[src/rtl/dsas_pkg.sv]
package dsas_pkg;
    // Register byte offsets
    localparam logic [7:0] OFS_CTRL  = 8'h00;
    localparam logic [7:0] OFS_START = 8'h04;
    localparam logic [7:0] OFS_STAT  = 8'h08;
    localparam logic [7:0] OFS_MASK  = 8'h0C;
    localparam logic [7:0] OFS_RES   = 8'h40;
    // Result slots: first converter 0..9, second 10..33
    localparam int          NRES      = 34;
    localparam logic [5:0]  RES1_BASE = 6'h0A;
    // Control register fields
    localparam int CTL_DIV   = 0;   // 2 bits, divide by value+1
    localparam int CTL_RES10 = 2;
    localparam int CTL_SH    = 3;
    localparam int CTL_MODE  = 4;   // 3 bits
    localparam int CTL_TRIG  = 7;   // 2 bits
    localparam int CTL_HWSRC = 9;
    localparam int CTL_GRP   = 10;  // 2 bits
    localparam int CTL_CH0   = 12;  // 4 bits
    localparam int CTL_CH1   = 16;  // 3 bits
    localparam int CTL_W     = 19;
    localparam logic [18:0] CTRL_RST = 19'h00000;
    // Start register fields
    localparam int ST_GO0  = 0;
    localparam int ST_GO1  = 1;
    localparam int ST_PAIR = 2;
    // Conversion lengths in conversion-clock cycles
    localparam logic [5:0] CYC_8_NOSH  = 6'h31;
    localparam logic [5:0] CYC_10_NOSH = 6'h3B;
    localparam logic [5:0] CYC_8_SH    = 6'h1C;
    localparam logic [5:0] CYC_10_SH   = 6'h21;
    // Operating modes
    localparam logic [2:0] MD_ONE = 3'h0;
    localparam logic [2:0] MD_REP = 3'h1;
    localparam logic [2:0] MD_SWP = 3'h2;
    localparam logic [2:0] MD_RS0 = 3'h3;
    localparam logic [2:0] MD_RS1 = 3'h4;
    // Start sources
    localparam logic [1:0] TRG_SW  = 2'h0;
    localparam logic [1:0] TRG_EXT = 2'h1;
    localparam logic [1:0] TRG_HW  = 2'h2;
    // Converter sequencer states
    typedef enum logic [2:0] {
        ST_IDLE = 3'b001,
        ST_SAMP = 3'b010,
        ST_CONV = 3'b100
    } dsas_st_e;
endpackage : dsas_pkg

[src/rtl/dsas_top.sv]
// Implementation choices: the Avalon-MM slave port and the placing of the registers.
`timescale 1ns/1ps
// Contract
// - Two 10-bit SAR converters, each coupled
// - Both convert concurrently, independent, same method
// - Result lands in selected pin's slot
// - Conversion clock is source divided 1-4
// - Resolution selectable, 8 or 10 bits
// - Five modes: one-shot, repeat, sweeps
// - Software start bit begins conversion
// - Paired start bit starts both together
// - External falling edge starts when armed
// - External re-trigger restarts conversion
// - Hardware interrupt starts when armed, retriggerable
// - Motor timer reload request is hardware source
// - Intelligent I/O request per converter source
// - No sample-hold: 49 or 59 cycles
// - Sample-hold: 28 or 33 cycles
// - First fixed group, second selects group
// - Extended inputs only on first converter
module dsas_top
    import dsas_pkg::*;
(
    input  wire logic        i_sys_clk,
    input  wire logic        i_nrst,
    input  wire logic        i_ce,
    input  wire logic [7:0]  i_avs_address,
    input  wire logic        i_avs_read,
    input  wire logic        i_avs_write,
    input  wire logic [31:0] i_avs_writedata,
    output logic      [31:0] o_avs_readdata,
    output logic             o_avs_waitrequest,
    output logic             o_irq,
    input  wire logic        i_external_trigger_pin,
    input  wire logic        i_motor_timer_reload_irq,
    input  wire logic        i_iio_g2_ch1_irq,
    input  wire logic        i_iio_g3_ch1_irq,
    input  wire logic        i_cmp0,
    input  wire logic        i_cmp1,
    output logic      [9:0]  o_dac0,
    output logic      [9:0]  o_dac1,
    output logic      [3:0]  o_mux0,
    output logic      [4:0]  o_mux1,
    output logic             o_samp0,
    output logic             o_samp1
);

    // Single-bit mask at a bit position
    function automatic logic [9:0] bit_of(input logic [3:0] k);
        bit_of = 10'h001 << k;
    endfunction : bit_of

    // All state freezes while i_ce is low
    // Bus and register state
    logic [CTL_W-1:0] ctrl_ff;        // Configuration
    logic [1:0]       stat_ff;        // Sticky completion flags
    logic [1:0]       mask_ff;        // Interrupt enables
    logic             ack_ff;         // Second cycle of a bus request
    logic [31:0]      rdata_ff;       // Captured read data
    logic [9:0]       res_ff [NRES];  // Per-pin result slots
    logic [1:0]       div_ff;         // Conversion clock divider
    logic             trg_d_ff;       // Previous trigger pin level

    // Field decode
    // Read straight from the control word
    // Mid-conversion changes are not guarded
    wire [1:0] div_sel = ctrl_ff[CTL_DIV +: 2];
    wire       res10   = ctrl_ff[CTL_RES10];
    wire       sh_on   = ctrl_ff[CTL_SH];
    wire [2:0] mode    = ctrl_ff[CTL_MODE +: 3];
    wire [1:0] trig    = ctrl_ff[CTL_TRIG +: 2];
    wire       hw_iio  = ctrl_ff[CTL_HWSRC];
    wire [1:0] grp_raw = ctrl_ff[CTL_GRP +: 2];
    wire [1:0] grp     = (grp_raw == 2'h3) ? 2'h2 : grp_raw;  // Spare code aliases third group

    // Bus request handshake: one wait cycle, then accept
    // Wait cycle captures read data
    wire       req     = i_avs_read | i_avs_write;
    wire       acc     = req & ack_ff;
    wire       wr_acc  = acc & i_avs_write;
    wire       rd_acc  = acc & i_avs_read;
    wire [5:0] res_idx = 6'(i_avs_address[7:2] - OFS_RES[7:2]);
    wire       hit_res = (i_avs_address >= OFS_RES) && (res_idx < 6'(NRES))
                         && (i_avs_address[1:0] == 2'h0);
    wire       wr_ctrl  = wr_acc && (i_avs_address == OFS_CTRL);
    wire       wr_start = wr_acc && (i_avs_address == OFS_START);
    wire       wr_mask  = wr_acc && (i_avs_address == OFS_MASK);
    wire       rd_stat  = rd_acc && (i_avs_address == OFS_STAT);
    // Combinational, so it rises with the request
    assign o_avs_waitrequest = req & ~ack_ff;
    assign o_avs_readdata    = rdata_ff;

    // Shared conversion clock as an enable, divide by div_sel+1
    // An enable keeps one clock domain
    wire tick = (div_ff == div_sel);

    // Per-pin length follows resolution and sample-hold choice
    wire [5:0] tot_len = sh_on ? (res10 ? CYC_10_SH : CYC_8_SH)
                               : (res10 ? CYC_10_NOSH : CYC_8_NOSH);
    // First trial bit for the resolution
    wire [3:0] top_bit = res10 ? 4'h9 : 4'h7;
    // Last sample count; bit steps fill the rest exactly
    wire [5:0] smp_len = 6'(tot_len - {2'h0, top_bit} - 6'h02);

    // External pin falls; pin is taken as synchronous
    // History resets high: no edge at reset
    wire ext_fall = trg_d_ff & ~i_external_trigger_pin;
    wire sw_mode  = (trig == TRG_SW);
    // Paired bit of a start write
    wire pair_wr  = wr_start & i_avs_writedata[ST_PAIR];

    // Per-converter views
    // Flattened for the shared logic
    logic [1:0] go_w;
    logic [1:0] done_w;
    logic [1:0] begin_w;
    logic [5:0] slot_w [2];
    logic [9:0] val_w  [2];

    for (genvar gi = 0; gi < 2; gi++)
    begin : g_cv
        dsas_st_e   st_ff;   // Sequencer state
        logic [5:0] cyc_ff;  // Conversion-clock count within a pin
        logic [9:0] sar_ff;  // Trial code driven to the DAC
        logic [3:0] bit_ff;  // Bit under test
        logic [3:0] ch_ff;   // Channel in conversion
        logic       go_ff;   // Conversion start bit

        // This converter's comparator
        wire       cmp    = (gi == 0) ? i_cmp0 : i_cmp1;
        wire [3:0] sel    = (gi == 0) ? ctrl_ff[CTL_CH0 +: 4] : {1'b0, ctrl_ff[CTL_CH1 +: 3]};
        // Single-pin modes reuse the selection
        wire       single = (mode == MD_ONE) || (mode == MD_REP);
        wire [3:0] top    = (mode == MD_RS1) ? {1'b0, sel[2:0]} : 4'h7;
        wire       last   = single || (ch_ff == top);
        wire       stop   = last && ((mode == MD_ONE) || (mode == MD_SWP));
        wire [3:0] first  = single ? sel : 4'h0;
        wire [3:0] nxt_ch = single ? sel : (last ? 4'h0 : 4'(ch_ff + 4'h1));
        // Own bit or paired bit starts it
        wire       go_wr  = wr_start & (i_avs_writedata[gi] | i_avs_writedata[ST_PAIR]);
        wire       halt   = wr_start & ~i_avs_writedata[gi] & ~i_avs_writedata[ST_PAIR];
        // Hardware source: motor timer, or the converter's own I/O channel
        wire       hw_evt = hw_iio ? ((gi == 0) ? i_iio_g2_ch1_irq : i_iio_g3_ch1_irq)
                                   : i_motor_timer_reload_irq;
        wire       trg_ok = ((trig == TRG_EXT) && ext_fall)
                            || ((trig == TRG_HW) && hw_evt);
        // Software mode starts on the write; other modes need an armed bit
        wire       beg    = sw_mode ? go_wr : (go_ff & trg_ok & ~halt);
        // Tick that resolves the last bit
        wire       fin    = (st_ff == ST_CONV) && tick && (bit_ff == 4'h0);
        // Trial bit kept if input is at or above
        wire [9:0] keep   = cmp ? sar_ff : (sar_ff & ~bit_of(bit_ff));

        // Exports to the shared logic
        assign go_w[gi]    = go_ff;
        assign done_w[gi]  = fin;
        assign begin_w[gi] = beg;
        assign val_w[gi]   = keep;
        // First converter: own group plus the two extended pins only
        assign slot_w[gi]  = (gi == 0) ? ((ch_ff < 4'hA) ? {2'h0, ch_ff} : 6'h09)
                                       : 6'(RES1_BASE + {grp, 3'h0} + {3'h0, ch_ff[2:0]});

        // Trigger modes keep it armed
        // Start bit: set by writes, dropped when a software sequence ends
        always_ff @(posedge i_sys_clk)
        begin
            if (!i_nrst)
                go_ff <= 1'b0;
            else if (i_ce)
            begin
                if (wr_start)
                    go_ff <= go_wr;
                else if (fin && stop && sw_mode)
                    go_ff <= 1'b0;
            end
        end

        // Halt wins, so a stop beats a trigger
        // Sample, then one bit per conversion clock; both run side by side
        always_ff @(posedge i_sys_clk)
        begin
            if (!i_nrst)
            begin
                st_ff  <= ST_IDLE;
                cyc_ff <= 6'h00;
                sar_ff <= 10'h000;
                bit_ff <= 4'h0;
                ch_ff  <= 4'h0;
            end
            else if (i_ce)
            begin
                if (halt)
                    st_ff <= ST_IDLE;  // Writing zero abandons the pin
                else if (beg)
                begin
                    // Restart from scratch, even mid-conversion
                    st_ff  <= ST_SAMP;
                    cyc_ff <= 6'h00;
                    sar_ff <= 10'h000;
                    ch_ff  <= first;
                end
                else if (tick)
                begin
                    unique case (st_ff)
                        ST_IDLE: ;
                        ST_SAMP:
                        begin
                            cyc_ff <= 6'(cyc_ff + 6'h01);
                            // Sampling over: load top trial bit
                            if (cyc_ff == smp_len)
                            begin
                                st_ff  <= ST_CONV;
                                bit_ff <= top_bit;
                                sar_ff <= bit_of(top_bit);
                            end
                        end
                        ST_CONV:
                        begin
                            cyc_ff <= 6'(cyc_ff + 6'h01);
                            if (bit_ff == 4'h0)
                            begin
                                // Pin finished: next pin or stop
                                st_ff  <= stop ? ST_IDLE : ST_SAMP;
                                cyc_ff <= 6'h00;
                                sar_ff <= 10'h000;
                                ch_ff  <= nxt_ch;
                            end
                            else
                            begin
                                sar_ff <= keep | bit_of(4'(bit_ff - 4'h1));
                                bit_ff <= 4'(bit_ff - 4'h1);
                            end
                        end
                    endcase
                end
            end
        end
    end

    // Eight-bit codes sit in the top bits
    // Analog side drives
    assign o_dac0  = res10 ? g_cv[0].sar_ff : {g_cv[0].sar_ff[7:0], 2'h0};
    assign o_dac1  = res10 ? g_cv[1].sar_ff : {g_cv[1].sar_ff[7:0], 2'h0};
    assign o_mux0  = g_cv[0].ch_ff;
    assign o_mux1  = 5'({grp, 3'h0} + {2'h0, g_cv[1].ch_ff[2:0]});
    assign o_samp0 = (g_cv[0].st_ff == ST_SAMP);
    assign o_samp1 = (g_cv[1].st_ff == ST_SAMP);
    assign o_irq   = |(stat_ff & mask_ff);

    // Read data selection
    // Unmapped addresses read as zero
    wire [31:0] rd_val =
        (i_avs_address == OFS_CTRL)  ? 32'(ctrl_ff) :
        (i_avs_address == OFS_START) ? {30'h0, go_w} :
        (i_avs_address == OFS_STAT)  ? {30'h0, stat_ff} :
        (i_avs_address == OFS_MASK)  ? {30'h0, mask_ff} :
        hit_res                      ? {22'h0, res_ff[res_idx]} : 32'h0;

    // Bus slave registers
    // Read data held until the next request
    always_ff @(posedge i_sys_clk)
    begin
        if (!i_nrst)
        begin
            ack_ff   <= 1'b0;
            rdata_ff <= 32'h0;
            ctrl_ff  <= CTRL_RST;
            mask_ff  <= 2'h0;
        end
        else if (i_ce)
        begin
            ack_ff <= req & ~ack_ff;
            if (req & ~ack_ff)
                rdata_ff <= rd_val;
            if (wr_ctrl)
                ctrl_ff <= i_avs_writedata[CTL_W-1:0];
            if (wr_mask)
                mask_ff <= i_avs_writedata[1:0];
        end
    end

    // Status: completion wins over a clearing read
    // Only bits already returned are cleared,
    // so a done in the wait cycle is kept
    always_ff @(posedge i_sys_clk)
    begin
        if (!i_nrst)
            stat_ff <= 2'h0;
        else if (i_ce)
            stat_ff <= (rd_stat ? (stat_ff & ~rdata_ff[1:0]) : stat_ff) | done_w;
    end

    // Divider and trigger pin history
    // Free-running: first tick may come early
    always_ff @(posedge i_sys_clk)
    begin
        if (!i_nrst)
        begin
            div_ff   <= 2'h0;
            trg_d_ff <= 1'b1;
        end
        else if (i_ce)
        begin
            div_ff   <= tick ? 2'h0 : 2'(div_ff + 2'h1);
            trg_d_ff <= i_external_trigger_pin;
        end
    end

    // Result slots, written by either converter on completion
    // Slot ranges never overlap
    always_ff @(posedge i_sys_clk)
    begin
        if (!i_nrst)
        begin
            for (int k = 0; k < NRES; k++)
                res_ff[k] <= 10'h000;
        end
        else if (i_ce)
        begin
            for (int c = 0; c < 2; c++)
                if (done_w[c])
                    res_ff[slot_w[c]] <= res10 ? val_w[c] : {2'h0, val_w[c][7:0]};
        end
    end
endmodule : dsas_top

[config.mk]
export PLATFORM = sky130hd
export DESIGN_NAME = dsas_top
export DESIGN_NICKNAME = d
export VERILOG_FILES = /design/src/rtl/dsas_pkg.sv /design/src/rtl/dsas_top.sv
export SDC_FILE = /design/constraint.sdc
export NUM_CORES = 1
export LEC_CHECK = 0
export BUFFER_PORTS_ARGS = -buffer_cell sky130_fd_sc_hd__clkbuf_2
export CAP_MARGIN = 10
export CORE_MARGIN = 2
export CORE_UTILIZATION = 30
export DETAILED_ROUTE_END_ITERATION = 7
export RECOVER_POWER = 50
export SLEW_MARGIN = 20
export SYNTH_ARGS = -nofsm -noshare
export SYNTH_HDL_FRONTEND = slang
export SYNTH_SLANG_ARGS = --single-unit
[constraint.sdc]
create_clock -name i_sys_clk -period 3.25 [get_ports i_sys_clk]
set_clock_uncertainty 0.05 [all_clocks]
set_input_delay 0.1625 -clock i_sys_clk [delete_from_list [all_inputs] [get_ports i_sys_clk]]
set_output_delay 0.1625 -clock i_sys_clk [all_outputs]
set_load 0.02 [all_outputs]
# Yosys cells after proc, flatten, opt, wreduce, memory -nomap -nowiden
# Memories as Yosys holds them, arrays and structs flattened.
# Index checks and enable logic that the tools add are counted.
# classes
add_sub_neg	13
magnitude_cmp	3
n_eq_ne	28
shifts	5
n_mux	96
bitwise_logic	37
n_reduce_logical	65
# ops
operator	count
$mux W10	20
$mux W4	20
$mux W6	10
$shl A1 B4 Y10 const A	5
$pmux W10 S2	2
$mux W3	13
$reduce_and A5 Y1	6
$pmux W6 S2	2
$and A10 B10 Y10	2
$not A10 Y10	2
$or A10 B10 Y10	2
$reduce_bool A2 Y1	10
$reduce_or A10 Y1	2
$logic_and A1 B1 Y1	19
$mux W1	19
$mux W19	1
$eq A8 B4 Y1 const B	2
$pmux W4 S2	2
$and A1 B1 Y1	15
$reduce_and A7 Y1	2
$add A6 B1 Y6 const B	2
$eq A6 B6 Y1	2
$pmux W3 S2	2
$reduce_bool A3 Y1	4
other kinds (40)	81
# totals
ff_bits	115
mem_bits_rw	340
output_inout_bits	65
elab_cells	267
memories	1
# memory_table
name	words	width	rd	rd_ports_with_merged_regs	wr	line_no	rtl
res_ff	34	10	1	0	34	dsas_top.sv:60	logic [9:0] res_ff [NRES];

# Longest topological paths before layout
# Gate-level depths: netlist of run 1.
# logic_depth
ltp_word	11
ltp_mapped	14
mapped_depth_nobuf	8

# Worst setup path after synthesis of run 1
# Ideal clock, no wire load.
# synth_timing
kind	input-to-reg
from	input i_avs_address[6]
to	register g_cv[1].ch_ff[3]
setup_time_ns	0.070
t_arrival_ns	3.182
required_time_ns	3.130
setup_slack_ns	-0.052
path_stages	13
path_buffers	5
cell_sequence	clkbuf_1 -> clkinv_1 -> clkbuf_1 -> ha_1 -> or4b_1 -> buf_2 -> or4_4 -> buf_6 -> and2_4 -> buf_6 -> a21o_1 -> or4_1 -> a21oi_1
# synth_via
elab_chain_len	9
elab_cells_between_ends	13
cone_classes	eq/ne: 1; mux: 2; bitwise: 5; reduce/logical: 5
# synth_rtl
element	line_no	rtl
from (decl)	dsas_top.sv:27	input wire logic [7:0] i_avs_address,
$eq A8 B3 Y1 *	dsas_top.sv:86	wire wr_start = wr_acc && (i_avs_address == OFS_START);
$logic_and A1 B1 Y1 *	dsas_top.sv:86	
$and A1 B1 Y1 (2 in series)	dsas_top.sv:141	wire halt = wr_start & ~i_avs_writedata[gi] & ~i_avs_writedata[ST_PAIR];
$not A1 Y1 (no line)	--	
$and A1 B1 Y1	dsas_top.sv:148	wire beg = sw_mode ? go_wr : (go_ff & trg_ok & ~halt);
$mux W1	dsas_top.sv:148	
$reduce_bool A2 Y1 (no line)	--	
$reduce_and A5 Y1 (no line)	--	
to (signal assigned)	dsas_top.sv:200	ch_ff <= first;
to (signal assigned)	dsas_top.sv:226	ch_ff <= nxt_ch;
to (decl)	dsas_top.sv:126	logic [3:0] ch_ff;
# Mark *: on every way between the ends. The rest lies on a longest branch, timed or not.
# A chain may end at the register's enable or synchronous reset.

# Worst setup path in the final report of run 1
# layout_timing
from	input i_ce
to	register ctrl_ff[12]
# layout_via
elab_chain_len	1
# layout_rtl
element	line_no	rtl
from (decl)	dsas_top.sv:26	input wire logic i_ce,
$reduce_and A2 Y1 (no line)	--	
to (signal assigned)	dsas_top.sv:276	ctrl_ff <= i_avs_writedata[CTL_W-1:0];
to (decl)	dsas_top.sv:55	logic [CTL_W-1:0] ctrl_ff;
# Every way passes these cells.

==> results.json, run 1 <==
{
  "synth_ff_type": "edfxtp_1",
  "cp_slowest_cell": "clkbuf_1",
  "ys_warn_count": 0,
  "yosysSeqAreaShare_pct": 63.6,
  "combPwrFrac_pct": 5.7,
  "port_buffers": 89,
  "drc": 0,
  "power.density_nw_per_um2": 529,
  "die_area_sq_um": 114000,
  "clkPwrFrac_pct": 43.3,
  "rows": 122,
  "layout_common_cells": "640 x edfxtp_1, 432 x nor2_1, 313 x conb_1",
  "min_path_type": "in -> reg",
  "finalInstanceArea_sq_um": 40000,
  "worstPathMaxFanout": 22,
  "ios": 116,
  "wirelength_microns": 85000,
  "hold_viol": 0,
  "synth_edf_count": 640,
  "seqPwrFrac_pct": 51.0,
  "worst_slew_margin_rel_pct": -2.03,
  "antenna_found_initial": 3,
  "synth_seq_cells": 742,
  "layout_commonest_cell": "edfxtp_1",
  "yosys-top-cells-area": "edfxtp_1 58%, mux4_2 12%, dfxtp_1 6.1%",
  "dr.pass1.iters": 6,
  "fin_ws_ns": 0.137,
  "cap_violations": 1,
  "placed_cell_area_sq_um": 37400,
  "clk_pin_slew_ns": 0.06,
  "slew_viol_final": 19,
  "finalSetupTns_ns": 0,
  "layout-drive-gt1-share_pct": 16.7,
  "fmax_ghz": 0.321,
  "dieHeight_microns": 338,
  "worst_slew_pin_slew_ns": 1.53,
  "grt_use_total_pct": 14.9,
  "synthArstFlopShare_pct": 0,
  "syn_inst": 2495,
  "synth_area_leader_cell": "edfxtp_1",
  "cp.arrival_ns": 3.57,
  "dp_hpwl_microns": 58700,
  "final_util_pct": 36.2,
  "post-place-ws_ns": 0.261,
  "vias": 21200,
  "grt_pass1_vias": 20700,
  "clockBufferDepth": 3,
  "grt_first_pass_wirelength_microns": 128000,
  "post-layout-total-power_mw": 21.2,
  "critPathMaxStageDelay_ns": 1.14,
  "viasPerCell": 4.70,
  "required_ns": 3.71,
  "rsz0062_at_grt": "no",
  "start_util_pct": 30.2,
  "place_inst": 4334,
  "ant_nets": 0,
  "drt_iter0_markers": 2128,
  "tritoncts": "yes",
  "postCtsSetupRepairBufs": 0,
  "end_kind": "register",
  "cts_max_level": 3,
  "syn-cell-area_sq_um": 33400,
  "worstSetupPathType": "in -> reg",
  "switching_power_mw": 4.61,
  "syn_area_per_cell_sq_um": 13.4,
  "cts_made_buffers": 81,
  "hold_slack_ns": 0.0928,
  "vdd_ir_drop_max_v": 0.000357,
  "gp_routability_congestion": 0.862,
  "internal_power_mw": 16.5,
  "netSwitchingFraction_pct": 21.8,
  "overflow": 0,
  "area_growth_pct": 19.8,
  "ys_types": 78,
  "antennaDiodeCount": 0,
  "core_sq_um": 111000,
  "instances_no_fill": 4506,
  "cts_sinks": 742,
  "synth_top_cell_area_share_pct": 57.5,
  "clock_latency_ns": 0.63,
  "critPathMostFrequentCell": "clkbuf_1",
  "final.min_clock_period_ns": 3.11,
  "cts-root-buf": "clkbuf_16",
  "die_w_microns": 338,
  "worstPathCellList": "dlygate4sd3_1 > clkbuf_2 > clkbuf_1 > and4_1 > clkbuf_1 > mux2i_1 > nor2_1",
  "p_leak_nw": 15.1,
  "crit_path_start_kind": "input port",
  "finalSetupViolations": 0,
  "routedWlPerCell_microns": 18.9,
  "grt_max_degree": 74,
  "status": "complete, but fails checks",
  "period_share_pct": 95.8,
  "fillers": 10800,
  "fin_nets": 3024,
  "violations": "max-capacitance violations, max-slew violations"
}
[flip-flops by register name, indices dropped and copies added, names as in the netlist, 4 cells and up]
name	cells
res_ff	640
o_avs_readdata	19
ctrl_ff	19
g_cv.cyc_ff	12
o_mux0	4
g_cv.bit_ff	8
g_cv.st_ff	6
g_cv.ch_ff	4
g_cv.sar_ff	20
[Yosys cell counts, drive strengths merged (17+ instances only)]
master  number
and3        17
edfxtp     640
and2        17
o21ai       31
a31oi       17
mux4       184
a21oi       63
clkbuf     150
nor2b       22
nand3       56
ha          18
nand2      181
buf         55
nor2       432
dfxtp      102
mux2i       59
nor3        22
nand4       17
mux2        25
inv        167
[final timing paths]
kind | startpoint | end | slack (ns) | cells past startpoint
worst max-delay path | i_ce | ctrl_ff[12] | 0.14 | 7
worst min-delay path | i_avs_address[6] | o_avs_readdata[9] | 0.09 | 4
worst max register to register | g_cv[0].bit_ff[0] | res_ff[6][3] | 0.23 | 9
worst min register to register | g_cv[0].sar_ff[3] | g_cv[0].sar_ff[3] | 0.44 | 2
[metal layers]
layer | routed length, microns | part of all wire, % | track usage, % | up-vias
li1 | - | - | - | 9708
met1 | 36000 | 42 | 20.0 | 10600
met2 | 41400 | 49 | 24.8 | 710
met3 | 5350 | 6.3 | 2.02 | 133
met4 | 2330 | 2.7 | 4.75 | 0
met5 | 0 | 0 | 0 | -
[repair_timing]
| action | CTS | global route |
|---|---|---|
| endpoints found under the hold margin | 27 | 0 |
| hold buffers | 26 | 0 |
| setup endpoints to repair | 0 | 20 |
| resized for setup | 0 | 2 |
[power groups by stage]
stage / clock [mW] / sequential, mW / combinational [mW]
after global routing: 9.67 / 10.8 / 1.28
final: 9.16 / 10.8 / 1.20
after CTS: 9.33 / 10.8 / 1.20
after global placement: 0 / 11.0 / 1.17
after detailed placement: 0 / 11.0 / 1.18
after floorplan: 0 / 11.0 / 0.786
[critical path, delay by kind of cell]
kind | cells | cell delay [ns]
multiplexers | 1 | 0.30
AND/OR/NAND/NOR | 2 | 0.49
buffers and inverters | 4 | 2.59
[logic make-up after synthesis]
| kind of cell | count (synthesis) | share of synthesized area, % |
|---|---|---|
| adder cells (fa/ha/maj) | 18 | 0.674 |
| other | 1 | 0.0112 |
| AND/OR/NAND/NOR | 855 | 11.4 |
| flip-flops | 742 | 63.6 |
| buffers and inverters | 373 | 4.49 |
| XOR/XNOR | 14 | 0.367 |
| AO/OA/AOI/OAI | 224 | 4.41 |
| multiplexers | 268 | 15.0 |
[final cells by class]
| cell class | instances | area [sq um] | share of cell area (%) |
|---|---|---|---|
| multi-input cells | 1692 | 11800 | 29.6 |
| inverters | 168 | 631 | 1.58 |
| flip-flops and latches | 742 | 21300 | 53.1 |
| repair buffers | 270 | 1810 | 4.53 |
| clock buffers | 103 | 2170 | 5.43 |
| clock inverters | 43 | 448 | 1.12 |
| well taps | 1488 | 1860 | 4.65 |
(Power assumes the default switching activity.)
==> run 2: changes to the inputs <==
- clock period: 3.25 -> 3 ns (I/O delays scaled with it)
==> run 2 against run 1 <==
  * The flow now finishes without violations
  * First-iteration DRC count increased by 1.1%
  * Combinational power increased by 15%
  * Clock power increased by 2.3%
  * Critical endpoint is now res_ff[30][2]
  * Worst setup slack improved by 0.010 ns
  * Non-clock buffer count increased by 64
  * Largest power group unchanged
  * Largest cell class unchanged
  * Via count increased by 1.9%
  * Register-to-register slack got worse by 0.08 ns
  * Design area increased by 1.1%
  * Sequential cell count unchanged
  * Highest routed layer unchanged
==> results.json, run 2 (synthesized netlist as in run 1, its figures left out) <==
{
  "vias": 21600,
  "port_buffers": 89,
  "cts_resized": 0,
  "crit_path_start_kind": "register",
  "hold_viol": 0,
  "critPathMaxStageDelay_ns": 0.55,
  "ios": 116,
  "grt_max_degree": 49,
  "layout_commonest_cell": "edfxtp_1",
  "fin_nets": 3083,
  "die_w_microns": 338,
  "grt_pass1_vias": 21200,
  "cts-root-buf": "clkbuf_16",
  "worstSetupPathType": "reg -> reg",
  "finalSetupTns_ns": 0,
  "placed_cell_area_sq_um": 38000,
  "min_path_type": "in -> reg",
  "grt_first_pass_wirelength_microns": 131000,
  "die_area_sq_um": 114000,
  "cap_violations": 0,
  "cp_slowest_cell": "or4_1",
  "ant_nets": 0,
  "slew_viol_final": 0,
  "dieHeight_microns": 338,
  "fillers": 10700,
  "overflow": 0,
  "drt_iter0_markers": 2151,
  "wirelength_microns": 87800,
  "layout_common_cells": "640 x edfxtp_1, 432 x nor2_1, 313 x conb_1",
  "grt_use_total_pct": 15.3,
  "status": "completed",
  "rsz0062_at_grt": "no",
  "finalInstanceArea_sq_um": 40500,
  "cts_max_level": 3,
  "clockBufferDepth": 3,
  "dp_hpwl_microns": 63000,
  "layout-drive-gt1-share_pct": 18.5,
  "post-layout-total-power_mw": 22.5,
  "finalSetupViolations": 0,
  "dr.pass1.iters": 5,
  "worstPathCellList": "inv_1 > ha_1 > nor3b_1 > nand2_1 > or4_1 > nor2_1 > clkbuf_1 > nand2_1 > nand2_1 > buf_12",
  "worst_slew_margin_rel_pct": 46.6,
  "area_growth_pct": 21.1,
  "final.min_clock_period_ns": 2.85,
  "worstPathMaxFanout": 8,
  "vdd_ir_drop_max_v": 0.000375,
  "p_leak_nw": 15.4,
  "rows": 122,
  "largest_register_ffs": 640,
  "core_sq_um": 111000,
  "place_inst": 4400,
  "clock_latency_ns": 0.63,
  "antennaDiodeCount": 0,
  "drc": 0,
  "fmax_ghz": 0.350,
  "tritoncts": "yes",
  "cp.arrival_ns": 3.12,
  "start_util_pct": 30.2,
  "reg.largest.list": "res_ff (640), g_cv.sar_ff (20)",
  "critPathMostFrequentCell": "nand2_1",
  "routedWlPerCell_microns": 19.2,
  "power.density_nw_per_um2": 555,
  "worst_slew_pin_slew_ns": 0.801,
  "instances_no_fill": 4562,
  "end_kind": "register",
  "clk_pin_slew_ns": 0.06,
  "period_share_pct": 95.1,
  "gp_routability_congestion": 0.903,
  "antenna_found_initial": 1,
  "required_ns": 3.27,
  "cts_sinks": 742,
  "viasPerCell": 4.73,
  "cts_made_buffers": 76,
  "regMostFlops": "res_ff"
}
-- run 2: layout make-up --
cell class                 instances  area, sq um  share of cell area [%]
clock inverter                    47          467                    1.15
tap                             1488         1860                    4.60
sequential                       742        21300                    52.5
multi-input combinational       1692        11800                    29.2
inverter                         168          643                    1.59
clock buffer                      91         1970                    4.86
timing repair buffer             334         2450                    6.06
-- run 2: through the flow --
step / hold slack [ns] / util [%] / worst slack (ns)
2_1_floorplan: 0.228 / - / 0.00191
5_1_grt: 0.0379 / 36.6 / 0.0167
4_1_cts: 0.00795 / 36.8 / 0.196
3_3_place_gp: 0.333 / 34.4 / 0.106
6_report: 0.0482 / 36.6 / 0.147
3_5_place_dp: 0.343 / 34.4 / 0.122
-- run 2: critical path: cells and delay by family, from the launching register on --
| kind | cells | cell delay [ns] |
|---|---|---|
| AND/OR/NAND/NOR | 6 | 1.44 |
| buffers and inverters | 3 | 0.57 |
| flip-flops | 1 | 0.31 |
| adder cells (fa/ha/maj) | 1 | 0.17 |
-- run 2: repair_timing --
item / 4_1_cts / 5_1_grt
setup buffers: 0 / 0
hold buffers: 24 / 0
endpoints found under the hold margin: 30 / 0
-- run 2: report_power, final --
part           switching, mW  total, mW  internal (mW)  leakage [nW]
Combinational          0.755       1.38          0.622          7.18
Clock                   3.98       9.37           5.39          1.19
Sequential             0.118       11.7           11.6          7.01
-- run 2: path summary, 6_finish.rpt --
path                                   startpoint                to  slack (ns)  cells past startpoint
worst max-delay path            g_cv[1].bit_ff[0]     res_ff[30][2]        0.15                     10
worst min-delay path                       i_nrst  g_cv[1].ch_ff[0]        0.05                      4
worst max register to register  g_cv[1].bit_ff[0]     res_ff[30][2]        0.15                     10
worst min register to register   g_cv[1].st_ff[1]  g_cv[1].st_ff[1]        0.45                      2
-- run 2: routing by layer --
layer	share of wire, %	track usage, %
met5	0	0
met4	2.5	4.76
met2	50	26.1
met3	6.5	2.51
met1	41	20.0
==> run 3: changes to the inputs <==
- ABC_AREA: default -> 1
==> run 3 against run 2 <==
  * First-iteration DRC count is 9.4% higher
  * Clock power is 2% higher
  * Die area is 1.4% lower
  * Maximum frequency is 2.4% lower
  * Register-to-register slack hardly changed
  * Total power is 0.44% lower
  * Count of clock-buffer cells in the layout is 14 higher
  * Synthesized cell count is 33% higher
  * Sequential power hardly changed
  * Utilization is 0.52 points lower
  * Largest cell class unchanged
  * Highest routed layer unchanged
==> results.json, run 3 <==
{
  "cts-root-buf": "clkbuf_16",
  "synth.most_common_cell": "nand2_1",
  "synth_top_cell_area_share_pct": 58.4,
  "syn-cell-area_sq_um": 32900,
  "ys_warn_count": 0,
  "finalSetupTns_ns": 0,
  "vias": 25100,
  "layout-drive-gt1-share_pct": 8.51,
  "end_kind": "register",
  "routedWlPerCell_microns": 18.0,
  "ios": 116,
  "cts_sinks": 742,
  "antenna_found_initial": 4,
  "clk_pin_slew_ns": 0.06,
  "synth_area_leader_cell": "edfxtp_1",
  "placed_cell_area_sq_um": 36800,
  "grt_max_degree": 142,
  "worstSetupPathType": "in -> reg",
  "critPathMaxStageDelay_ns": 0.61,
  "status": "completed",
  "min_path_type": "in -> reg",
  "wirelength_microns": 93900,
  "hold_viol": 0,
  "rsz0062_at_grt": "no",
  "switching_power_mw": 4.99,
  "slew_viol_final": 0,
  "layout_common_cells": "821 x nand2_1, 640 x edfxtp_1, 584 x nor2_1",
  "p_leak_nw": 14.2,
  "netSwitchingFraction_pct": 22.3,
  "area_growth_pct": 19.4,
  "drc": 0,
  "viasPerCell": 4.80,
  "final.min_clock_period_ns": 2.92,
  "cts_max_level": 3,
  "yosysSeqAreaShare_pct": 64.6,
  "internal_power_mw": 17.4,
  "critPathBufInv": 4,
  "grt_use_total_pct": 16.4,
  "synth_seq_cells": 742,
  "synthTopCellsByCount": "825 x nand2_1, 640 x edfxtp_1, 585 x nor2_1",
  "grt_pass1_vias": 23300,
  "fin_nets": 3816,
  "synth_edf_count": 640,
  "clockBufferDepth": 3,
  "worst_slew_margin_rel_pct": 37.1,
  "dp_hpwl_microns": 62800,
  "reg.largest.list": "res_ff (640), g_cv.sar_ff (20)",
  "place_inst": 5057,
  "final_util_pct": 36.1,
  "crit_path_start_kind": "input port",
  "clkPwrFrac_pct": 42.7,
  "vdd_ir_drop_max_v": 0.000423,
  "yosys-top-cells-area": "edfxtp_1 58%, nand2_1 9.4%, nor2_1 6.7%",
  "worst_slew_pin_slew_ns": 0.944,
  "synthArstFlopShare_pct": 0,
  "layout_commonest_cell": "nand2_1",
  "core_sq_um": 109000,
  "critical-path-top-delay-family": "buffers and inverters",
  "regMostFlops": "res_ff",
  "port_buffers": 89,
  "seqPwrFrac_pct": 51.7,
  "r2r_slack_ns": 0.15,
  "period_share_pct": 97.5,
  "fmax_ghz": 0.342,
  "syn_inst": 3309,
  "finalInstanceArea_sq_um": 39300,
  "rows": 121,
  "required_ns": 3.50,
  "finalSetupViolations": 0,
  "gp_routability_congestion": 0.886,
  "tritoncts": "yes",
  "worstPathCellList": "clkbuf_1 > nand2_1 > inv_1 > clkbuf_4 > buf_6 > nand2_1 > nand4_1 > o221ai_1 > nand2_1 > nand3_1 > nand2_1 > a21oi_1 > nor2_1",
  "cts_made_buffers": 78,
  "dr.pass1.iters": 5,
  "ys_types": 49,
  "largest_register_ffs": 640,
  "synth_ff_type": "edfxtp_1",
  "die_area_sq_um": 112000,
  "dieHeight_microns": 335,
  "start_util_pct": 30.3,
  "cap_violations": 0,
  "worstPathMaxFanout": 17,
  "grt_first_pass_wirelength_microns": 141000,
  "critPathMostFrequentCell": "nand2_1",
  "instances_no_fill": 5225,
  "power.density_nw_per_um2": 569,
  "hold_slack_ns": 0.0791,
  "die_w_microns": 335,
  "ant_nets": 0,
  "overflow": 0,
  "combPwrFrac_pct": 5.6,
  "drt_iter0_markers": 2353,
  "syn_area_per_cell_sq_um": 9.95,
  "clock_latency_ns": 0.63,
  "cp.arrival_ns": 3.42,
  "cp_slowest_cell": "clkbuf_1"
}
-- run 3: per-layer routing --
layer	up-vias	share of wire (%)	GRT usage, %
met5	-	0	0
met4	0	2.9	5.69
met3	143	6.7	1.98
met2	846	47	27.1
met1	12200	43	22.2
li1	11900	-	-
-- run 3: timing repair --
item	CTS	global route
hold buffers	24	0
hold endpoints to repair	28	0
gates resized for setup	0	13
endpoints found under the setup margin	0	101
buffers inserted	0	0
-- run 3: worst reg2reg max path, stage by stage (launching register included) --
cell and delay [ns]:
dfxtp_1 0.35, inv_1 0.13, ha_1 0.24, nand2_1 0.09, nor2_1 0.16, inv_1 0.08, nor2_1 0.10, inv_1 0.11
nor2_2 0.19, nand2_4 0.11, buf_16 0.22, nor2_1 0.52, inv_1 0.22, nor2_1 0.15
-- run 3: cells by family (layout without fill, tap and decap cells) --
family | Yosys count | after routing | synth area share (%)
xor gates and xnor gates | 19 | 19 | 0.505
DFF | 742 | 742 | 64.6
other | 1 | 317 | 0.0114
AOI/OAI and AO/OA | 476 | 476 | 8.88
and+or+nand+nor | 1660 | 1660 | 20.5
adders and majority gates | 18 | 18 | 0.684
buffers and inverters | 393 | 579 | 4.91
-- run 3: power by group through the flow --
stage / sequential (mW) / combinational, mW / clock, mW
floorplan: 11.7 / 0.701 / 0
global route: 11.6 / 1.35 / 10.1
finish: 11.6 / 1.25 / 9.55
global placement: 11.8 / 1.21 / 0
detailed placement: 11.8 / 1.21 / 0
CTS: 11.6 / 1.24 / 9.72
-- run 3: final cells by class --
type | count | area (sq um)
inverters | 161 | 604
well taps | 1414 | 1770
fillers | 11000 | 69500
diodes | 4 | 10.0
clock inverters | 35 | 319
repair buffers | 278 | 1920
flip-flops and latches | 742 | 21300
clock buffers | 105 | 2190
multi-input cells | 2486 | 11200
-- run 3: worst paths after layout --
path,from,end,cells past startpoint
max,i_avs_address[3],o_avs_readdata[9],13
min,i_cmp1,g_cv[1].sar_ff[8],7
max reg2reg,g_cv[0].bit_ff[0],res_ff[5][5],13
min reg2reg,o_avs_readdata[15],o_avs_readdata[15],2
-- run 3: metrics by stage --
stage | setup WS (ns) | total power [mW]
6_report | 0.0760 | 22.4
3_3_place_gp | 0.185 | 13.0
4_1_cts | 0.138 | 22.5
3_5_place_dp | 0.168 | 13.0
5_1_grt | 0.00245 | 23.1
2_1_floorplan | 0.470 | 12.4
